===== src/design/viu_pkg.sv =====
package viu_pkg;

    // ------------------------------------------------------------
    // Source numbering, vector table
    // ------------------------------------------------------------
    localparam int NUM_SRC = 6;
    localparam logic [2:0] SRC_PIN32 = 3'h0;
    localparam logic [2:0] SRC_PIN33 = 3'h1;
    localparam logic [2:0] SRC_PIN31 = 3'h2;
    localparam logic [2:0] SRC_WIDE_TMR = 3'h3;
    localparam logic [2:0] SRC_NARROW_TMR = 3'h4;
    localparam logic [2:0] SRC_LOW_VOLT = 3'h5;
    localparam logic [15:0] VECTOR_BASE = 16'h0000;
    localparam logic [15:0] VECTOR_TABLE_BYTES = 16'h000c;

    // ------------------------------------------------------------
    // Register indices (byte address is four times the index)
    // ------------------------------------------------------------
    localparam logic [9:0] IDX_REQ_EDGE = 10'h0fa;
    localparam logic [9:0] IDX_REQ_ENABLE = 10'h0fb;
    localparam logic [9:0] IDX_PRIORITY = 10'h0f9;
    localparam logic [9:0] IDX_PIN_LEVEL = 10'h0f0;
    localparam logic [9:0] IDX_CONTROL = 10'h0f1;
    localparam logic [9:0] IDX_LAST_VECTOR = 10'h0f2;
    localparam logic [9:0] IDX_EVT_STATUS = 10'h0f3;
    localparam logic [9:0] IDX_EVT_MASK = 10'h0f4;

    // ------------------------------------------------------------
    // Field positions and reset values
    // ------------------------------------------------------------
    localparam int REQ_EDGE31_BIT = 7;
    localparam int REQ_EDGE32_BIT = 6;
    localparam int ENA_GLOBAL_BIT = 7;
    localparam int CTL_ANALOG_BIT = 0;
    localparam int CTL_CNT_IE_BIT = 1;
    localparam int CTL_CAP_IE_BIT = 2;
    localparam int CTL_TIN_SEL_BIT = 3;
    localparam int EVT_SERVED_BIT = 0;
    localparam int EVT_OVERRUN_BIT = 1;
    localparam logic [7:0] REQ_EDGE_RST = 8'h00;
    localparam logic [7:0] REQ_ENABLE_RST = 8'h00;
    localparam logic [7:0] PRIORITY_RST = 8'h00;
    localparam logic [7:0] CONTROL_RST = 8'h00;
    localparam logic [1:0] EVT_RST = 2'h0;

    // ------------------------------------------------------------
    // Interrupt machine cycle states
    // ------------------------------------------------------------
    typedef enum logic [2:0] {
        ST_IDLE = 3'b000,
        ST_SAVE_PC = 3'b001,
        ST_SAVE_FLAGS = 3'b010,
        ST_FETCH_HI = 3'b011,
        ST_WAIT_HI = 3'b100,
        ST_FETCH_LO = 3'b101,
        ST_WAIT_LO = 3'b110,
        ST_LOAD_PC = 3'b111
    } viu_state_t;

    // Edge hit for a pin request: rising, falling or both
    function automatic logic viu_edge_hit(input logic rise, input logic fall,
                                          input logic sel_rise, input logic sel_both);
        viu_edge_hit = sel_both ? (rise | fall) : (sel_rise ? rise : fall);
    endfunction : viu_edge_hit

    // Even byte of the vector pair for a source
    function automatic logic [15:0] viu_vector_addr(input logic [2:0] src);
        viu_vector_addr = VECTOR_BASE + {12'h000, src, 1'b0};
    endfunction : viu_vector_addr

endpackage : viu_pkg


===== src/design/viu_edge_det.sv =====
`timescale 1ns/1ps
`default_nettype none
module viu_edge_det
    import viu_pkg::*;
(
    input wire logic sys_clk, // Core clock
    input wire logic rst_n, // Synchronous reset, active low
    input wire logic async_in, // Pin or comparator level
    output logic level, // Synchronised level
    output logic rise, // One-cycle rising edge pulse
    output logic fall // One-cycle falling edge pulse
);
    logic meta_r;
    logic sync_r;
    logic prev_r;

    // ------------------------------------------------------------
    // Two-stage synchroniser, then edge compare on the second stage
    // ------------------------------------------------------------
    always_ff @(posedge sys_clk) begin
        if (!rst_n) begin
            meta_r <= 1'b1;
            sync_r <= 1'b1;
            prev_r <= 1'b1;
        end else begin
            meta_r <= async_in;
            sync_r <= meta_r;
            prev_r <= sync_r;
        end
    end

    assign level = sync_r;
    assign rise = sync_r & ~prev_r;
    assign fall = ~sync_r & prev_r;
endmodule : viu_edge_det
`default_nettype wire


===== src/design/viu_prio_enc.sv =====
`timescale 1ns/1ps
`default_nettype none
module viu_prio_enc
    import viu_pkg::*;
(
    input wire logic [5:0] req, // Pending and enabled requests
    input wire logic [2:0] first, // Source that ranks highest
    output logic valid, // Some request present
    output logic [2:0] winner // Chosen source
);
    // Rotating order: first, first+1, ... wrapping after source 5
    always_comb begin
        logic [2:0] idx;
        idx = 3'h0;
        valid = 1'b0;
        winner = 3'h0;
        for (int k = NUM_SRC - 1; k >= 0; k--) begin
            idx = 3'((int'(first) + k) % NUM_SRC);
            if (req[idx]) begin
                valid = 1'b1;
                winner = idx;
            end
        end
    end
endmodule : viu_prio_enc
`default_nettype wire


===== src/design/viu_top.sv =====
//
// Overview of operation
// Six vector pairs 0,1 to 10,11: pins 3.2, 3.3, 3.1 or timer in, two timers, low voltage.
// The pin 3.3 request fires only on a falling edge of that pin.
// A priority encoder set by the priority register picks among several pending requests.
// A grant starts a machine cycle that drops the global enable and saves PC and flags first.
// The cycle reads the vector byte and the next as a 16-bit address and loads it into the PC.
// Masked requests are still latched in the request register so software can poll them.
// Comparator 1 feeds the pin 3.1 request, comparator 2 the pin 3.2 request.
// Pin 3.1 and pin 3.2 requests trigger on rising, falling or both edges.
// Request register bits 7 and 6 choose the edges: 00 F/F, 01 F/R, 10 R/F, 11 both/both.
// Software reads the live pin levels apart from the latched requests.
// The lowest twelve program bytes hold the six 16-bit vectors.
// Narrow timer timeout needs its counter enable, capture needs its capture enable.
// A grant clears that source's pending bit so each event is served once.
//
`timescale 1ns/1ps
`default_nettype none
module viu_top
    import viu_pkg::*;
(
    input wire logic sys_clk, // Core clock, 200 MHz
    input wire logic rst_n, // Synchronous reset, active low
    // APB slave
    input wire logic psel, // Slave select
    input wire logic penable, // Access phase
    input wire logic pwrite, // Write when high
    input wire logic [11:0] paddr, // Byte address
    input wire logic [31:0] pwdata, // Write data
    output logic [31:0] prdata, // Read data
    output logic pready, // Transfer done
    output logic pslverr, // Unmapped address
    // Request sources
    input wire logic port3_bit1_pin, // Pin 3.1 level
    input wire logic port3_bit2_pin, // Pin 3.2 level
    input wire logic port3_bit3_pin, // Pin 3.3 level
    input wire logic timer_input_pin, // Timer input pin level
    input wire logic first_comparator_out, // Comparator 1 output
    input wire logic second_comparator_out, // Comparator 2 output
    input wire logic wide_timer_event, // Wide timer count pulse
    input wire logic narrow_timer_timeout, // Narrow timer timeout pulse
    input wire logic narrow_timer_capture, // Narrow timer capture pulse
    input wire logic low_voltage_detector, // Low voltage level
    // Processor core
    output logic core_int_req, // Interrupt wanted
    input wire logic core_int_ack, // Core at instruction boundary
    input wire logic core_int_return, // Handler done, re-enables
    output logic core_save_pc, // Push program counter
    output logic core_save_flags, // Push status flags
    output logic pmem_rd, // Program memory read strobe
    output logic [15:0] pmem_addr, // Program memory address
    input wire logic [7:0] pmem_rdata, // Data one cycle after strobe
    output logic core_load_pc, // Load handler address
    output logic [15:0] core_handler_addr, // Handler address
    output logic irq // Block event interrupt, level
);
    // ------------------------------------------------------------
    // Declarations
    // ------------------------------------------------------------
    logic [7:0] req_edge_r;
    logic [5:0] pending_r;
    logic [5:0] pending_nxt;
    logic [7:0] req_enable_r;
    logic [7:0] priority_r;
    logic [7:0] control_r;
    logic [1:0] evt_status_r;
    logic [1:0] evt_status_nxt;
    logic [1:0] evt_mask_r;
    logic [15:0] last_vector_r;
    logic [2:0] served_src_r;
    logic [15:0] handler_r;
    logic [15:0] pmem_addr_r;
    logic [31:0] prdata_r;
    viu_state_t state_r;
    viu_state_t state_nxt;

    logic lvl31, rise31, fall31;
    logic lvl32, rise32, fall32;
    logic lvl33, rise33, fall33;
    logic lvl_tin, rise_tin, fall_tin;
    logic lvl_an1, rise_an1, fall_an1;
    logic lvl_an2, rise_an2, fall_an2;
    logic lvl_lvd, rise_lvd, fall_lvd;

    // ------------------------------------------------------------
    // Input synchronisers and edge detectors
    // ------------------------------------------------------------
    viu_edge_det u_p31 (.sys_clk, .rst_n, .async_in(port3_bit1_pin),
                        .level(lvl31), .rise(rise31), .fall(fall31));
    viu_edge_det u_p32 (.sys_clk, .rst_n, .async_in(port3_bit2_pin),
                        .level(lvl32), .rise(rise32), .fall(fall32));
    viu_edge_det u_p33 (.sys_clk, .rst_n, .async_in(port3_bit3_pin),
                        .level(lvl33), .rise(rise33), .fall(fall33));
    viu_edge_det u_tin (.sys_clk, .rst_n, .async_in(timer_input_pin),
                        .level(lvl_tin), .rise(rise_tin), .fall(fall_tin));
    viu_edge_det u_an1 (.sys_clk, .rst_n, .async_in(first_comparator_out),
                        .level(lvl_an1), .rise(rise_an1), .fall(fall_an1));
    viu_edge_det u_an2 (.sys_clk, .rst_n, .async_in(second_comparator_out),
                        .level(lvl_an2), .rise(rise_an2), .fall(fall_an2));
    viu_edge_det u_lvd (.sys_clk, .rst_n, .async_in(low_voltage_detector),
                        .level(lvl_lvd), .rise(rise_lvd), .fall(fall_lvd));

    // ------------------------------------------------------------
    // Source selection and edge choice
    // ------------------------------------------------------------
    wire analog_mode = control_r[CTL_ANALOG_BIT];
    wire tin_sel = control_r[CTL_TIN_SEL_BIT];
    wire both_sel = req_edge_r[REQ_EDGE31_BIT] & req_edge_r[REQ_EDGE32_BIT];
    wire rise31_sel = req_edge_r[REQ_EDGE31_BIT];
    wire rise32_sel = req_edge_r[REQ_EDGE32_BIT];

    // Comparators replace the pins in analog mode
    wire src31_rise = analog_mode ? rise_an1 : (tin_sel ? rise_tin : rise31);
    wire src31_fall = analog_mode ? fall_an1 : (tin_sel ? fall_tin : fall31);
    wire src32_rise = analog_mode ? rise_an2 : rise32;
    wire src32_fall = analog_mode ? fall_an2 : fall32;

    wire hit_pin31 = viu_edge_hit(src31_rise, src31_fall, rise31_sel, both_sel);
    wire hit_pin32 = viu_edge_hit(src32_rise, src32_fall, rise32_sel, both_sel);
    wire hit_pin33 = fall33;
    wire hit_narrow = (narrow_timer_timeout & control_r[CTL_CNT_IE_BIT])
                    | (narrow_timer_capture & control_r[CTL_CAP_IE_BIT]);
    // Low voltage is a level; only its onset raises a request
    wire hit_lvd = rise_lvd;

    wire [5:0] src_hit = {hit_lvd, hit_narrow, wide_timer_event,
                          hit_pin31, hit_pin33, hit_pin32};

    // ------------------------------------------------------------
    // Priority and grant
    // ------------------------------------------------------------
    wire global_en = req_enable_r[ENA_GLOBAL_BIT];
    wire [5:0] eligible = pending_r & req_enable_r[5:0];
    wire arb_valid;
    wire [2:0] arb_src;

    viu_prio_enc u_prio (
        .req(eligible),
        .first(priority_r[2:0]),
        .valid(arb_valid),
        .winner(arb_src)
    );

    // Masked sources still pend, which is what polling relies on
    wire idle = (state_r == ST_IDLE);
    wire grant = idle & global_en & arb_valid & core_int_ack;
    wire [5:0] grant_clr = grant ? (6'h01 << arb_src) : 6'h00;

    // ------------------------------------------------------------
    // APB decode
    // ------------------------------------------------------------
    wire [9:0] idx = paddr[11:2];
    wire setup = psel & ~penable;
    wire access = psel & penable;
    wire hit_req = idx == IDX_REQ_EDGE;
    wire hit_ena = idx == IDX_REQ_ENABLE;
    wire hit_pri = idx == IDX_PRIORITY;
    wire hit_lvl = idx == IDX_PIN_LEVEL;
    wire hit_ctl = idx == IDX_CONTROL;
    wire hit_vec = idx == IDX_LAST_VECTOR;
    wire hit_evs = idx == IDX_EVT_STATUS;
    wire hit_evm = idx == IDX_EVT_MASK;
    wire mapped = hit_req | hit_ena | hit_pri | hit_lvl | hit_ctl | hit_vec | hit_evs | hit_evm;
    wire wr = access & pwrite & mapped;
    wire wr_req = wr & hit_req;
    wire wr_ena = wr & hit_ena;
    wire wr_pri = wr & hit_pri;
    wire wr_ctl = wr & hit_ctl;
    wire wr_evs = wr & hit_evs;
    wire wr_evm = wr & hit_evm;

    // Pin levels read live, apart from the latched requests
    wire [7:0] pin_level = {1'b0, lvl_lvd, lvl_an2, lvl_an1, lvl_tin,
                            lvl33, lvl32, lvl31};

    wire [31:0] rd_mux =
        hit_req ? {24'h0, req_edge_r[7:6], pending_r} :
        hit_ena ? {24'h0, req_enable_r} :
        hit_pri ? {24'h0, priority_r} :
        hit_lvl ? {24'h0, pin_level} :
        hit_ctl ? {24'h0, control_r} :
        hit_vec ? {13'h0, served_src_r, last_vector_r} :
        hit_evs ? {30'h0, evt_status_r} :
        hit_evm ? {30'h0, evt_mask_r} :
        32'h0;

    // Zero wait states: read data is caught in setup, held in access
    assign pready = 1'b1;
    assign pslverr = access & ~mapped;
    assign prdata = prdata_r;

    always_ff @(posedge sys_clk) begin
        if (!rst_n) begin
            prdata_r <= 32'h0;
        end else if (setup & ~pwrite) begin
            prdata_r <= rd_mux;
        end
    end

    // ------------------------------------------------------------
    // Request register: edge select and pending bits
    // ------------------------------------------------------------
    // Writing one clears a pending bit; a new edge in that cycle wins
    always_comb begin
        pending_nxt = pending_r & ~grant_clr;
        if (wr_req) begin
            pending_nxt = pending_nxt & ~pwdata[5:0];
        end
        pending_nxt = pending_nxt | src_hit;
    end

    always_ff @(posedge sys_clk) begin
        if (!rst_n) begin
            req_edge_r <= REQ_EDGE_RST;
            pending_r <= 6'h00;
        end else begin
            pending_r <= pending_nxt;
            if (wr_req) begin
                req_edge_r <= {pwdata[7:6], 6'h00};
            end
        end
    end

    // ------------------------------------------------------------
    // Configuration registers
    // ------------------------------------------------------------
    always_ff @(posedge sys_clk) begin
        if (!rst_n) begin
            priority_r <= PRIORITY_RST;
            control_r <= CONTROL_RST;
            evt_mask_r <= 2'h0;
        end else begin
            if (wr_pri) begin
                priority_r <= {5'h00, pwdata[2:0]};
            end
            if (wr_ctl) begin
                control_r <= {4'h0, pwdata[3:0]};
            end
            if (wr_evm) begin
                evt_mask_r <= pwdata[1:0];
            end
        end
    end

    // Global enable: dropped by the machine cycle, back on return
    always_ff @(posedge sys_clk) begin
        if (!rst_n) begin
            req_enable_r <= REQ_ENABLE_RST;
        end else if (grant) begin
            req_enable_r[ENA_GLOBAL_BIT] <= 1'b0;
        end else if (wr_ena) begin
            req_enable_r <= {pwdata[7], 1'b0, pwdata[5:0]};
        end else if (core_int_return) begin
            req_enable_r[ENA_GLOBAL_BIT] <= 1'b1;
        end
    end

    // ------------------------------------------------------------
    // Interrupt machine cycle
    // ------------------------------------------------------------
    always_comb begin
        case (state_r)
            ST_IDLE: begin
                state_nxt = grant ? ST_SAVE_PC : ST_IDLE;
            end
            ST_SAVE_PC: begin
                state_nxt = ST_SAVE_FLAGS;
            end
            ST_SAVE_FLAGS: begin
                state_nxt = ST_FETCH_HI;
            end
            ST_FETCH_HI: begin
                state_nxt = ST_WAIT_HI;
            end
            ST_WAIT_HI: begin
                state_nxt = ST_FETCH_LO;
            end
            ST_FETCH_LO: begin
                state_nxt = ST_WAIT_LO;
            end
            ST_WAIT_LO: begin
                state_nxt = ST_LOAD_PC;
            end
            ST_LOAD_PC: begin
                state_nxt = ST_IDLE;
            end
            default: begin
                state_nxt = ST_IDLE;
            end
        endcase
    end

    always_ff @(posedge sys_clk) begin
        if (!rst_n) begin
            state_r <= ST_IDLE;
            served_src_r <= 3'h0;
            pmem_addr_r <= VECTOR_BASE;
            handler_r <= 16'h0;
            last_vector_r <= 16'h0;
        end else begin
            state_r <= state_nxt;
            if (grant) begin
                served_src_r <= arb_src;
            end
            if (state_r == ST_SAVE_FLAGS) begin
                pmem_addr_r <= viu_vector_addr(served_src_r);
            end
            if (state_r == ST_WAIT_HI) begin
                handler_r[15:8] <= pmem_rdata;
                pmem_addr_r <= pmem_addr_r + 16'h0001;
            end
            if (state_r == ST_WAIT_LO) begin
                handler_r[7:0] <= pmem_rdata;
            end
            if (state_r == ST_LOAD_PC) begin
                last_vector_r <= handler_r;
            end
        end
    end

    // Saves come before any vector fetch, so no handler code can run first
    assign core_save_pc = (state_r == ST_SAVE_PC);
    assign core_save_flags = (state_r == ST_SAVE_FLAGS);
    assign pmem_rd = (state_r == ST_FETCH_HI) | (state_r == ST_FETCH_LO);
    assign pmem_addr = pmem_addr_r;
    assign core_load_pc = (state_r == ST_LOAD_PC);
    assign core_handler_addr = handler_r;
    assign core_int_req = idle & global_en & arb_valid;

    // ------------------------------------------------------------
    // Block events: served and overrun
    // ------------------------------------------------------------
    // Overrun: an edge arrives for a source that is already pending and is not granted in that cycle
    wire [1:0] evt_set = {|(src_hit & pending_r & ~grant_clr), core_load_pc};

    always_comb begin
        evt_status_nxt = evt_status_r;
        if (wr_evs) begin
            evt_status_nxt = evt_status_nxt & ~pwdata[1:0];
        end
        evt_status_nxt = evt_status_nxt | evt_set;
    end

    always_ff @(posedge sys_clk) begin
        if (!rst_n) begin
            evt_status_r <= EVT_RST;
        end else begin
            evt_status_r <= evt_status_nxt;
        end
    end

    assign irq = |(evt_status_r & evt_mask_r);

endmodule : viu_top
`default_nettype wire


===== config.mk =====
export PLATFORM = sky130hd
export DESIGN_NAME = viu_top
export DESIGN_NICKNAME = d
export VERILOG_FILES = /design/src/design/viu_pkg.sv /design/src/design/viu_edge_det.sv /design/src/design/viu_prio_enc.sv /design/src/design/viu_top.sv
export SDC_FILE = /design/constraint.sdc
export NUM_CORES = 1
export LEC_CHECK = 0
export ABC_CLOCK_PERIOD_IN_PS = 4400
export BUFFER_PORTS_ARGS = -buffer_cell sky130_fd_sc_hd__buf_2
export CORE_MARGIN = 8
export CORE_UTILIZATION = 40
export DETAILED_ROUTE_END_ITERATION = 10
export HOLD_SLACK_MARGIN = 0.03
export PLACE_DENSITY = 0.74
export SETUP_SLACK_MARGIN = 0.02
export SYNTH_ARGS = -nofsm -noshare
export SYNTH_HDL_FRONTEND = slang
export SYNTH_SLANG_ARGS = --single-unit

===== constraint.sdc =====
create_clock -name sys_clk -period 4.4 [get_ports sys_clk]
set_clock_uncertainty 0.05 [all_clocks]
set_input_delay 0.22 -clock sys_clk [delete_from_list [all_inputs] [get_ports sys_clk]]
set_output_delay 0.22 -clock sys_clk [all_outputs]
set_load 0.01 [all_outputs]

==> flow_summary.yaml <==
run_status:
  status: "completed"
grt:
  total_routing_resource_utilization_after_global_routing: 0.1768
  antenna_violations_before_repair: 1
  grt_max_degree: 94
  overflow: 0
  grt_pass1_vias: 6034
  grt_pass1_wl_um: 30680
sta:
  fin_tns_setup_ps: 0
  relSlewSlack: 0.1944
  setup-violations-final: 0
  period_minus_slack_ps: 3999
  max_freq_mhz: 250.1
  worstMarginPinSlew_ps: 1206
  final-max-slew-violation-count: 0
  grt_setup_unrepaired: "false"
  hold_viol: 0
  share_of_the_clock_period_used_by_the_worst_path: 0.9088
  postLayoutSetupSlackWorst_ps: 401.3
synth:
  yosys_warnings: 0
  syn-cell-area_mm2: 0.006660
  synthTopCellsByArea: "sky130_fd_sc_hd__dfxtp_1, sky130_fd_sc_hd__nand2_1, sky130_fd_sc_hd__nor2b_1"
  netlist.top_cell.by_area: "sky130_fd_sc_hd__dfxtp_1"
  dominantRegCellSynth: "sky130_fd_sc_hd__dfxtp_1"
  postSynthAreaPerCell_um2: 8.294
  synth-seq-cells: 120
  syn-instance-count: 803
  yosys.area.top_type_share: 0.3607
  synth.yosys.seq_area_share: 0.3607
  async_reset_ff_frac: 0
  yosys.cell_types.count: 84
  synth_enable_flop_cells: 0
drt:
  avgViaCountPerCell: 5.378
  drt_first_iter_violations: 594
  route.detailed.wl_per_inst_um: 16.22
  total_wire_length_after_detailed_routing_um: 18480
  final_antenna_net_count: 0
  route.vias.total: 6125
  detail_route.drc_violations: 0
  dr.pass1.iters: 5
setup_path:
  critical_path_required_ps: 4650
  critical_path.reg2reg.startpoint: "priority_r[1]$_SDFFE_PN0P_"
  reg_to_reg_setup_timing_slack_ps: 400
  worstSetupPathType: "flop to flop"
  start_kind: "flop"
  timing.rr.end: "evt_status_r[1]$_SDFF_PN0_"
  endpoint_kind: "flop"
  worst_path_max_delay_cell: "sky130_fd_sc_hd__o31ai_2"
  timing.critical_path.arrival_ps: 4240
  reg2reg_depth: 15
  critPathMaxFanout: 6
  critical_path.max_stage_delay_ps: 520
  crit_path_cell_trace: "buf_4 -> ha_1 -> a21oi_1 -> inv_1 -> ha_1 -> nand3b_1 -> xor2_1 -> a22oi_1 -> nor2b_1 -> a21oi_1 -> o21ba_1 -> o31ai_2 -> and3_1 -> o22ai_1 -> o41a_1"
  critical_path.startpoint: "priority_r[1]$_SDFFE_PN0P_"
power:
  pwr_density_cell_mw_per_mm2: 329.6
  ir_drop_uv: 336.2
  power_leakage_nw: 3.457
clock_tree:
  clkTransAtPathRegs_ps: 50
  clk-insertion-delay-late_ps: 420
  clock-root-buffer: "sky130_fd_sc_hd__clkbuf_16"
  cts_sinks: 120
  h-tree-depth: 4
  clockBufferDepth: 2
  cts-buffers-inserted: 17
  cts_tree: "done"
die:
  floorplan.initialDensity: 0.4059
  die_height_um: 145.0
  coreArea_mm2: 0.01641
  fp.dieArea_mm2: 0.02104
  io_pins: 141
  std_cell_rows: 47
  die_width_um: 145.0
final_layout:
  areaGrowthSynthToFinish_pct: 21.83
  drive_gt1_frac: 0.1863
  fillerInstances: 1557
  fin_nets: 992
placed_design:
  io_buffers: 100
  routabilityCongestion: 0.9003
  post-place-ws_ps: 239.7
  hpwl_um: 13250
min_path:
  min_delay_path_depth: 3
  worst_hold_path_type: "input pin to flop"
  hold_path_startpoint: "pwdata[6]"
  worst_hold_path.endpoint: "req_edge_r[6]$_SDFFE_PN0P_"
run:
  cap_violations: 0
-- cells in the final DEF (no fill, tap or decap), types with 8 or more instances in the layout --
cell type | Yosys | final
sky130_fd_sc_hd__dfxtp_1 | 120 | 119
sky130_fd_sc_hd__nand2_1 | 116 | 116
sky130_fd_sc_hd__buf_2 | 1 | 100
sky130_fd_sc_hd__nor2b_1 | 57 | 57
sky130_fd_sc_hd__nor2_1 | 42 | 42
sky130_fd_sc_hd__mux2i_1 | 34 | 34
sky130_fd_sc_hd__o21ai_0 | 30 | 30
sky130_fd_sc_hd__a21boi_0 | 30 | 30
sky130_fd_sc_hd__nand3_1 | 28 | 28
sky130_fd_sc_hd__a21oi_1 | 28 | 28
sky130_fd_sc_hd__nand2b_1 | 27 | 27
sky130_fd_sc_hd__a22oi_1 | 26 | 26
sky130_fd_sc_hd__clkbuf_16 | 0 | 17
sky130_fd_sc_hd__inv_1 | 17 | 16
sky130_fd_sc_hd__buf_4 | 16 | 16
sky130_fd_sc_hd__dlygate4sd3_1 | 0 | 15
sky130_fd_sc_hd__and3_1 | 14 | 14
sky130_fd_sc_hd__ha_1 | 15 | 14
sky130_fd_sc_hd__conb_1 | 2 | 14
sky130_fd_sc_hd__nand3b_1 | 12 | 12
sky130_fd_sc_hd__nor3_1 | 12 | 12
sky130_fd_sc_hd__o211a_1 | 11 | 11
sky130_fd_sc_hd__and2_1 | 9 | 9
sky130_fd_sc_hd__a211oi_1 | 8 | 8
sky130_fd_sc_hd__o21a_1 | 8 | 8
-- what timing repair did --
action                                  in CTS  in global routing
setup buffers                                0                  2
endpoints found under the setup margin       0                  2
endpoints found under the hold margin       19                  0
gates resized for setup                      0                  5
hold buffers                                15                  0
-- area by class of cell --
type	count	area, um2	share of cell area
repair buffers	131	770.7	0.09499
clock inverters	8	146.4	0.01804
inverters	21	80.08	0.009869
diodes	1	2.502	0.0003084
well taps	220	275.3	0.03392
clock buffers	21	470.5	0.05798
multi-input cells	617	3965	0.4887
flip-flops and latches	120	2404	0.2962
-- how the worst max path moves through the flow --
stage               cells past startpoint                    endpoint
global route                           15  evt_status_r[1]$_SDFF_PN0_
finish                                 15  evt_status_r[1]$_SDFF_PN0_
detailed placement                     15  evt_status_r[1]$_SDFF_PN0_
global placement                       15  evt_status_r[1]$_SDFF_PN0_
floorplan                              17  evt_status_r[1]$_SDFF_PN0_
CTS                                    15  evt_status_r[1]$_SDFF_PN0_
-- registers in the layout (all words and copies together) (netlist names), 3 cells and up --
name,count
served_src_r,3
pending_r,6
control_r,4
pmem_addr,16
priority_r,3
last_vector_r,16
prdata,19
req_enable_r,7
core_handler_addr,16
state_r,3
-- power by group --
part	internal (mW)	switching (mW)
registers	1.10	0.0106
clock network	0.980	0.465
logic	0.0546	0.0629
total	2.14	0.538
-- critical path, delay by kind of cell (launching register included) --
kind | cells | cell delay (ps)
flops | 1 | 350
simple gates | 3 | 770
compound gates | 7 | 1810
xor+xnor | 1 | 160
fa+ha+maj | 2 | 500
buf+inv | 2 | 240
-- stage by stage --
stage	instances	power, mW	hold WS (ps)	utilization	area (um2)
finish	1139	2.675	38.91	0.4945	8114
global route	1139	2.759	33.95	0.4945	8114
CTS	1136	2.693	32.17	0.4919	8070
detailed placement	1092	1.239	340.9	0.4451	7303
global placement	1092	1.239	338.3	0.4451	7303
floorplan	815	1.205	271.5	-	6705
-- Yosys cell counts, types with 3 or more instances --
cell type / number
sky130_fd_sc_hd__dfxtp_1: 120
sky130_fd_sc_hd__nand2_1: 116
sky130_fd_sc_hd__nor2b_1: 57
sky130_fd_sc_hd__nor2_1: 42
sky130_fd_sc_hd__clkbuf_1: 38
sky130_fd_sc_hd__mux2i_1: 34
sky130_fd_sc_hd__a21boi_0: 30
sky130_fd_sc_hd__o21ai_0: 30
sky130_fd_sc_hd__a21oi_1: 28
sky130_fd_sc_hd__nand3_1: 28
sky130_fd_sc_hd__nand2b_1: 27
sky130_fd_sc_hd__a22oi_1: 26
sky130_fd_sc_hd__inv_1: 17
sky130_fd_sc_hd__buf_4: 16
sky130_fd_sc_hd__ha_1: 15
sky130_fd_sc_hd__and3_1: 14
sky130_fd_sc_hd__nand3b_1: 12
sky130_fd_sc_hd__nor3_1: 12
sky130_fd_sc_hd__o211a_1: 11
sky130_fd_sc_hd__and2_1: 9
sky130_fd_sc_hd__a211oi_1: 8
sky130_fd_sc_hd__o21a_1: 8
sky130_fd_sc_hd__o211ai_1: 7
sky130_fd_sc_hd__nand4_1: 6
sky130_fd_sc_hd__a311oi_1: 5
sky130_fd_sc_hd__a32oi_1: 5
sky130_fd_sc_hd__mux2_2: 5
sky130_fd_sc_hd__nor3b_1: 4
sky130_fd_sc_hd__a22o_1: 3
sky130_fd_sc_hd__o2111ai_1: 3
sky130_fd_sc_hd__o21ai_1: 3
sky130_fd_sc_hd__xor2_1: 3
-- routing by layer --
layer / global-route usage / vias to the layer above / part of all wire / routed length, um
met1: 0.2114 / 2882 / 0.44 / 8039
li1: - / 3026 / - / -
met5: 0 / - / 0 / 0
met3: 0.03825 / 43 / 0.047 / 865
met2: 0.2953 / 174 / 0.49 / 8991
met4: 0.08627 / 0 / 0.031 / 579
-- logic make-up (layout without fill, tap and decap cells) --
logic type	count (synthesis)	count (layout)	synth area share
flops	120	120	0.3607
simple gates	342	342	0.2625
xor+xnor	7	7	0.01146
compound gates	199	199	0.2204
fa+ha+maj	15	15	0.02818
mux	40	40	0.06124
other cells	2	15	0.001128
buf+inv	78	181	0.05448
Note: power is estimated with default switching activity, not from simulation.
